<file path="config.mk">
export PLATFORM = sky130hd
export DESIGN_NAME = sat_timer
export DESIGN_NICKNAME = d
export VERILOG_FILES = /design/src/sat_pkg.sv /design/src/sat_timer.sv
export SDC_FILE = /design/constraint.sdc
export NUM_CORES = 1
export LEC_CHECK = 0
export ABC_AREA = 1
export BUFFER_PORTS_ARGS = -buffer_cell sky130_fd_sc_hd__buf_2
export CAP_MARGIN = 20
export CORE_UTILIZATION = 30
export DETAILED_ROUTE_END_ITERATION = 16
export PLACE_DENSITY = 0.47
export SLEW_MARGIN = 20
export SYNTH_ARGS = -nofsm -noshare
export SYNTH_HDL_FRONTEND = slang
export SYNTH_SLANG_ARGS = --single-unit
</file>
<file path="constraint.sdc">
create_clock -name clk_sys -period 2.2 [get_ports clk_sys]
set_input_delay 0.44 -clock clk_sys [delete_from_list [all_inputs] [get_ports clk_sys]]
set_output_delay 0.44 -clock clk_sys [all_outputs]
set_load 0.005 [all_outputs]
</file>
<file path="src/sat_pkg.sv">
// Package for the split auto-reload timer: register map, fields,
// reset values, divider counts and the state record.
// Assumes one 200 MHz system clock and an 8-bit register port.
package sat_pkg;

    // ----------------------------------------------------------
    // Register offsets
    // ----------------------------------------------------------
    localparam logic [7:0] OFF_CTRL   = 8'h91; // timer_control_register
    localparam logic [7:0] OFF_RLL    = 8'h92; // reload_low_byte
    localparam logic [7:0] OFF_RLH    = 8'h93; // reload_high_byte
    localparam logic [7:0] OFF_CNTL   = 8'h94; // count_low_byte
    localparam logic [7:0] OFF_CNTH   = 8'h95; // count_high_byte
    localparam logic [7:0] OFF_CKCON  = 8'h96; // clock_control_register
    localparam logic [7:0] OFF_IRQEN  = 8'h97; // extended_irq_enable_register
    localparam logic [7:0] OFF_STAT   = 8'h98; // Sticky event status, read only
    localparam logic [7:0] OFF_CLR    = 8'h99; // Event clear, write one to clear

    // ----------------------------------------------------------
    // Field positions
    // ----------------------------------------------------------
    localparam int CTRL_FH    = 7;
    localparam int CTRL_FL    = 6;
    localparam int CTRL_LIE   = 5;
    localparam int CTRL_SPLIT = 3;
    localparam int CTRL_RUN   = 2;
    localparam int CTRL_XCLK  = 0;
    localparam int CK_SELH    = 1;
    localparam int CK_SELL    = 0;
    localparam int IE_TIMER   = 7;
    localparam int ST_HIGH    = 1;
    localparam int ST_LOW     = 0;

    // ----------------------------------------------------------
    // Reset values and divider counts
    // ----------------------------------------------------------
    localparam logic [7:0] RST_BYTE = 8'h00;
    localparam int         DIV_SYS  = 12;
    localparam int         DIV_EXT  = 8;

    // Whole state of the timer, registered as one record
    typedef struct packed {
        logic       fH;
        logic       fL;
        logic       lowIe;
        logic       split;
        logic       run;
        logic       xclk;
        logic       selH;
        logic       selL;
        logic       timIe;
        logic [7:0] rlL;
        logic [7:0] rlH;
        logic [7:0] cntL;
        logic [7:0] cntH;
        logic [1:0] stat;
        logic [3:0] div12;
        logic [2:0] div8;
        logic       xs1;
        logic       xs2;
        logic       xs3;
        logic [7:0] rdata;
        logic       irq;
    } sat_state_t;

endpackage

</file>
<file path="src/sat_timer.sv">
// Split auto-reload timer: two byte counters, prescalers, the
// register port and the interrupt output.
// Assumes a synchronous single-master register port on clk_sys.
//
// Contract
// Two byte counters form one 16-bit count; 16-bit or split mode.
// Sources: system clock, system clock /12, synchronised external /8.
// Split select zero runs one 16-bit reloading up-counter.
// 16-bit wrap from all ones loads both reload bytes, sets high flag.
// 16-bit mode interrupts on each full overflow when timer enable set.
// 16-bit mode also interrupts on low byte wrap if low enable set.
// Split select one: two 8-bit timers, each from its reload byte.
// In split mode run control gates only the high byte.
// Per-byte select: one is system clock, zero picks /12 or external /8.
// Split mode sets high or low flag when that byte wraps.
// Split mode interrupts on high wrap, low wrap too if enabled.
// Flags are only cleared by a software write of zero.
// Software reads both flags to find the source and clears them.
// Split select encodes zero as 16-bit and one as two 8-bit timers.
// Control: flags 7,6, low enable 5, split 3, run 2, external 0, reset zero.
// Divided clocks become one-cycle count enables on the system clock.
// A software write to a count byte beats increment or reload.
`timescale 1ns/1ps

module sat_timer #(
    parameter int DIV_SYS = sat_pkg::DIV_SYS,
    parameter int DIV_EXT = sat_pkg::DIV_EXT
) (
    // Clock and reset
    input  wire logic       clk_sys,
    input  wire logic       reset_n,
    // External oscillator
    input  wire logic       extClk,
    // Register port
    input  wire logic [7:0] regAddr,
    input  wire logic [7:0] regWdata,
    input  wire logic       regWr,
    input  wire logic       regRd,
    output logic      [7:0] regRdata,
    // Interrupt
    output logic            irq
);

    // ----------------------------------------------------------
    // State and count enables
    // ----------------------------------------------------------
    sat_pkg::sat_state_t s;
    sat_pkg::sat_state_t next_s;

    logic tick12;
    logic tick8;
    logic extEdge;
    logic tickDiv;
    logic tickL;
    logic tickH;

    // Step a byte with auto-reload; bit 8 marks the wrap
    function automatic logic [8:0] bump(input logic [7:0] cnt,
                                        input logic [7:0] rl);
        if (cnt == 8'hff) begin
            return {1'b1, rl};
        end
        return {1'b0, cnt + 8'h01};
    endfunction

    // One-cycle enables from the dividers; no gated clocks anywhere
    assign tick12  = (s.div12 == 4'(DIV_SYS - 1));
    assign extEdge = s.xs2 & ~s.xs3;
    assign tick8   = extEdge & (s.div8 == 3'(DIV_EXT - 1));
    assign tickDiv = s.xclk ? tick8 : tick12;
    assign tickL   = s.selL | tickDiv;
    assign tickH   = s.selH | tickDiv;

    assign regRdata = s.rdata;
    assign irq      = s.irq;

    // ----------------------------------------------------------
    // Next-state logic
    // ----------------------------------------------------------
    always_comb begin
        logic       evH;
        logic       evL;
        logic       wrHit;
        logic [8:0] stepL;
        logic [8:0] stepH;
        logic [7:0] rd;
        evH   = 1'b0;
        evL   = 1'b0;
        wrHit = regWr;
        stepL = bump(s.cntL, s.rlL);
        stepH = bump(s.cntH, s.rlH);
        rd    = 8'h00;
        next_s = s;

        // External input: two flops, third only for the edge
        next_s.xs1 = extClk;
        next_s.xs2 = s.xs1;
        next_s.xs3 = s.xs2;
        next_s.div12 = tick12 ? 4'h0 : s.div12 + 4'h1;
        if (extEdge) begin
            next_s.div8 = tick8 ? 3'h0 : s.div8 + 3'h1;
        end

        if (!s.split) begin
            // One 16-bit counter clocked by the low byte source
            if (s.run && tickL) begin
                if ({s.cntH, s.cntL} == 16'hffff) begin
                    next_s.cntL = s.rlL;
                    next_s.cntH = s.rlH;
                    evH = 1'b1;
                    evL = 1'b1;
                end else begin
                    next_s.cntL = s.cntL + 8'h01;
                    if (s.cntL == 8'hff) begin
                        next_s.cntH = s.cntH + 8'h01;
                        evL = 1'b1;
                    end
                end
            end
        end else begin
            // Low byte always runs; run control holds the high one
            if (tickL) begin
                next_s.cntL = stepL[7:0];
                evL = stepL[8];
            end
            if (s.run && tickH) begin
                next_s.cntH = stepH[7:0];
                evH = stepH[8];
            end
        end

        // Flags set here or by a control write of one; software alone clears them
        next_s.fH = s.fH | evH;
        next_s.fL = s.fL | evL;
        next_s.stat = s.stat | {evH, evL};

        // Writes; an event in the same cycle wins over a clear
        if (wrHit) begin
            unique case (regAddr)
                sat_pkg::OFF_CTRL: begin
                    next_s.fH    = regWdata[sat_pkg::CTRL_FH] | evH;
                    next_s.fL    = regWdata[sat_pkg::CTRL_FL] | evL;
                    next_s.lowIe = regWdata[sat_pkg::CTRL_LIE];
                    next_s.split = regWdata[sat_pkg::CTRL_SPLIT];
                    next_s.run   = regWdata[sat_pkg::CTRL_RUN];
                    next_s.xclk  = regWdata[sat_pkg::CTRL_XCLK];
                end
                sat_pkg::OFF_RLL:   next_s.rlL  = regWdata;
                sat_pkg::OFF_RLH:   next_s.rlH  = regWdata;
                sat_pkg::OFF_CNTL:  next_s.cntL = regWdata;
                sat_pkg::OFF_CNTH:  next_s.cntH = regWdata;
                sat_pkg::OFF_CKCON: begin
                    next_s.selH = regWdata[sat_pkg::CK_SELH];
                    next_s.selL = regWdata[sat_pkg::CK_SELL];
                end
                sat_pkg::OFF_IRQEN:
                    next_s.timIe = regWdata[sat_pkg::IE_TIMER];
                sat_pkg::OFF_CLR:
                    next_s.stat = (s.stat & ~regWdata[1:0]) | {evH, evL};
                default: ;
            endcase
        end

        // Read mux; data stand one cycle, zero otherwise
        if (regRd) begin
            unique case (regAddr)
                sat_pkg::OFF_CTRL: begin
                    rd[sat_pkg::CTRL_FH]    = s.fH;
                    rd[sat_pkg::CTRL_FL]    = s.fL;
                    rd[sat_pkg::CTRL_LIE]   = s.lowIe;
                    rd[sat_pkg::CTRL_SPLIT] = s.split;
                    rd[sat_pkg::CTRL_RUN]   = s.run;
                    rd[sat_pkg::CTRL_XCLK]  = s.xclk;
                end
                sat_pkg::OFF_RLL:   rd = s.rlL;
                sat_pkg::OFF_RLH:   rd = s.rlH;
                sat_pkg::OFF_CNTL:  rd = s.cntL;
                sat_pkg::OFF_CNTH:  rd = s.cntH;
                sat_pkg::OFF_CKCON: begin
                    rd[sat_pkg::CK_SELH] = s.selH;
                    rd[sat_pkg::CK_SELL] = s.selL;
                end
                sat_pkg::OFF_IRQEN: rd[sat_pkg::IE_TIMER] = s.timIe;
                sat_pkg::OFF_STAT:  rd[1:0] = s.stat;
                default:            rd = 8'h00;
            endcase
        end
        next_s.rdata = rd;

        // Level interrupt; low events count only with the low enable
        next_s.irq = next_s.timIe &
                     (next_s.stat[sat_pkg::ST_HIGH] |
                      (next_s.stat[sat_pkg::ST_LOW] &
                       next_s.lowIe));
    end

    // ----------------------------------------------------------
    // State register
    // ----------------------------------------------------------
    always_ff @(posedge clk_sys or negedge reset_n) begin
        if (!reset_n) begin
            s <= '0;
        end else begin
            s <= next_s;
        end
    end

    // Software overrides in a cycle excuse that cycle from the checks
    logic wrCntL;
    logic wrCntH;
    logic wrCtrl;
    assign wrCntL = regWr && regAddr == sat_pkg::OFF_CNTL;
    assign wrCntH = regWr && regAddr == sat_pkg::OFF_CNTH;
    assign wrCtrl = regWr && regAddr == sat_pkg::OFF_CTRL;
endmodule

</file>
# Word-level counts from Yosys, hierarchy flattened
# Index checks and enable logic that the tools add are counted.
# classes
addsub,4
n_eq_ne,14
muxes,39
bitwise_logic,16
reduce_logical,6
# op_table
cell,n
8-bit equality test (second input constant),11
8-bit two-way mux,8
16-bit two-way mux,3
43-bit two-way mux,1
9-bit two-way mux,4
2-bit case mux with 5 select lines,2
8-bit by 1-bit adder with 8-bit output (second input constant),2
16-bit equality test (second input constant),1
1-bit two-way mux,12
1-bit case mux with 6 select lines,2
2-bit AND reduction,4
1-bit bitwise OR,7
1-bit case mux with 7 select lines,1
6-bit two-way mux,1
4-bit by 1-bit adder with 4-bit output (second input constant),1
1-bit AND,4
4-bit equality test (second input constant),1
2-bit two-way mux,2
4-bit two-way mux,1
2-bit bitwise OR,2
1-bit case mux with 4 select lines,1
3-bit by 1-bit adder with 3-bit output (second input constant),1
3-bit equality test (second input constant),1
3-bit two-way mux,1
other kinds (4),5
# word_totals
register_bits,62
input_bits,21
wordCells,100

# Depth between registers and ports, before layout
# depth
ltp_word,14
depth_mapped,12
depth_no_buf,12

# Least setup slack after synthesis
# Ideal clock, no wire load.
# synth_timing
path_kind,register to register
start,register s[12] in the netlist's numbering
end,register s[26] in the netlist's numbering
arrival_ps,1565
required_ps,2079
slack_ps,514
stages_incl_launch_ff,12
n_path_buf,1
path_cell_list,dfrtp_1 > ha_1 > ha_1 > nand4_1 > nand3_2 > nand2_1 > buf_2 > nor2_1 > inv_1 > nand2_1 > nand3_1 > a21oi_1
# synth_rtl
item,line,source
start: declaration,sat_timer.sv:47,sat_pkg::sat_state_t s;
start signal: assignment,sat_timer.sv:204,s <= next_s;

==> impl_metrics.toml <==
[critical_path]
cp_slowest_stage_delay_ns = 0.39
required_ns = 2.43
worst_setup_path_end_kind = "flip-flop"
critical_path.cell_chain = "ha_1 > ha_1 > nand4_1 > nand3b_1 > nand3_1 > nand2_2 > nand2_2 > nand3_1 > nand2_1 > inv_1"
path_max_fanout = 11
crit_arrival_ns = 2.23
critical_path_class = "reg -> reg"
critPathLaunchType = "flip-flop"
cpMaxStageDelayCell = "dfrtp_1"

[route]
viasPerCell = 4.799
route.detailed.drc = 0
wl_per_cell_um = 15.92
routed_wirelength_um = 12110
drt-initial-drc-count = 251
final_antenna_net_count = 0
firstDrtPassIters = 5
route.vias.total = 3652

[global_routing]
antenna_found_initial = 0
grt_usage = 0.1981
grt_pass1_vias = 3566
grt-ovfl-total = 0
grt_max_degree = 63
grt_pass1_wl_um = 19470

[logic_synthesis]
syn_area_um2 = 3865
synth_edf_count = 0
synth_fp_nets = 579
ys_types = 32
ys_seq_area_frac = 0.4014
ys_ff_latch = 62
synth_ff_type = "dfrtp_1"
syn_inst = 553
yosys_warnings = 0
postSynthAreaPerCell_um2 = 6.989
synthArstFlopShare = 1.000

[pwr]
ir_drop_v = 0.0003138
p_leak_nw = 2.306
p_total_mw = 3.959
p_per_area_nw_per_um2 = 876.0

[timing]
slew_headroom = 0.6750
fin_skew_ns = 0.009410
hold_viol_final = 0
slew_viol_final = 0
period_needed_ns = 2.003
worst_pin_slew_ns = 0.4875
fmax_ghz = 0.4992
holdWs_ns = 0.1094
setup_violations = 0
min_period_over_period = 0.9105

[floorplanning]
num_io_pins = 30
dieArea_um2 = 13340
die_x_um = 115.5
rows = 41
core-area_um2 = 12570
fp.dieH_um = 115.5
start_util = 0.3075

[clock_network]
cts_tree = "yes"
cts_setup_buffers = 0
clock_sinks = 62
cts_buffers = 9
clk_pin_slew_worst_paths_ns = 0.06
cts_max_level = 3
cts_root_buffer = "clkbuf_16"
clk_path_buf_depth = 2
clk_latency_ns = 0.33

[finish]
area_delta_synth_final_pct = 16.93
n_antenna_cell = 0
fill_cells = 1379
final_cell_area_um2 = 4519
fin_util = 0.3596
final_cell_mix = "156 x nand2_1, 72 x inv_1, 62 x dfrtp_1"
final_common_cell = "nand2_1"
drive_gt1_frac = 0.1375
layout.nets = 610

[place]
dp_hpwl_um = 9104
place_congestion = 0.8452
io_buffers = 29
placed_area_um2 = 4184

[job]
maxCapViolCount = 0

[status]
status = "finished clean"

[min_path]
hp-class = "in -> async"
==> final cells by class <==
type	count	area (um^2)	share of cell area
multi-input combinational	394	1897	0.4197
sequential	62	1551	0.3433
inverter	77	290.3	0.06423
clock buffer	11	242.7	0.05371
timing repair buffer	40	240.2	0.05316
tap	172	215.2	0.04762
clock inverter	5	82.58	0.01827
==> Yosys cell counts (2+ instances only) <==
cell | n | area (um^2)
a21oi_1 | 18 | 90.09
buf_2 | 4 | 20.02
buf_4 | 9 | 67.56
buf_6 | 3 | 33.78
clkbuf_1 | 4 | 15.01
dfrtp_1 | 62 | 1551
ha_1 | 5 | 62.56
inv_1 | 72 | 270.3
inv_2 | 4 | 15.01
nand2_1 | 156 | 585.6
nand2_2 | 5 | 31.28
nand2_4 | 3 | 33.78
nand3_1 | 52 | 260.3
nand3_2 | 3 | 30.03
nand3b_1 | 2 | 15.01
nand4_1 | 7 | 43.79
nor2_1 | 59 | 221.5
nor2_2 | 2 | 12.51
nor2_4 | 6 | 67.56
nor3_1 | 5 | 25.02
o211ai_1 | 4 | 30.03
o21ai_0 | 47 | 235.2
o21ai_1 | 5 | 25.02
o22ai_1 | 7 | 43.79
xor2_1 | 2 | 17.52
==> cells by family (layout without fill, tap and decap cells) <==
| kind of cell | after synthesis | count (layout) | synth area share |
|---|---|---|---|
| DFF | 62 | 62 | 0.4014 |
| AOI/OAI and AO/OA | 84 | 84 | 0.1162 |
| buffers and inverters | 97 | 133 | 0.1104 |
| adders and majority gates | 5 | 5 | 0.01619 |
| and+or+nand+nor | 301 | 301 | 0.3464 |
| xor gates and xnor gates | 3 | 3 | 0.006800 |
| muxes | 1 | 1 | 0.002590 |
==> final timing paths <==
| path | cells past startpoint | to | start | slack [ns] |
|---|---|---|---|---|
| setup / recovery | 10 | irq | s[12] | 0.20 |
| hold / removal | 2 | regRdata[7] | reset_n | 0.11 |
| setup reg to reg | 10 | irq | s[12] | 0.20 |
| hold reg to reg | 0 | next_s[9] | next_s[10] | 0.36 |
| max in group asynchronous | 2 | s[32] | reset_n | 1.79 |
| min in group clk_sys | 1 | next_s[10] | extClk | 0.21 |
==> sequential cells by signal (all words and copies together), names as in the netlist <==
register  cells
next_s        2
s            51
regRdata      8
irq           1
==> critical path: cells and delay by family (launching register included) <==
kind	cells	cell delay (ns)
adders and majority gates	2	0.40
buffers and inverters	1	0.03
DFF	1	0.39
and+or+nand+nor	7	1.07
==> power breakdown <==
part	internal, mW	switching, mW
registers	1.29	0.182
clock network	1.03	0.553
logic	0.324	0.581
==> stage by stage <==
stage / setup TNS (ns) / std cells / setup WS (ns)
finish: 0 / 761 / 0.1970
global placement: 0 / 745 / 0.2085
CTS: 0 / 761 / 0.1928
floorplan: 0 / 553 / 0.5144
detailed placement: 0 / 745 / 0.2049
global route: -0.008613 / 761 / -0.008613
==> metal layers <==
layer	wire length, um	part of all wire	vias to the layer above	global-route usage
met4	238	0.020	0	0.07100
met5	0	0	-	0
met1	5826	0.48	1706	0.2731
met2	5495	0.45	107	0.3090
li1	-	-	1820	-
met3	555	0.046	19	0.03766
==> repair_timing <==
item,4_1_cts,5_1_grt
hold buffers,0,0
gates resized for setup,0,2
setup endpoints to repair,0,6
No activity file was read; power rests on OpenSTA's default activity.
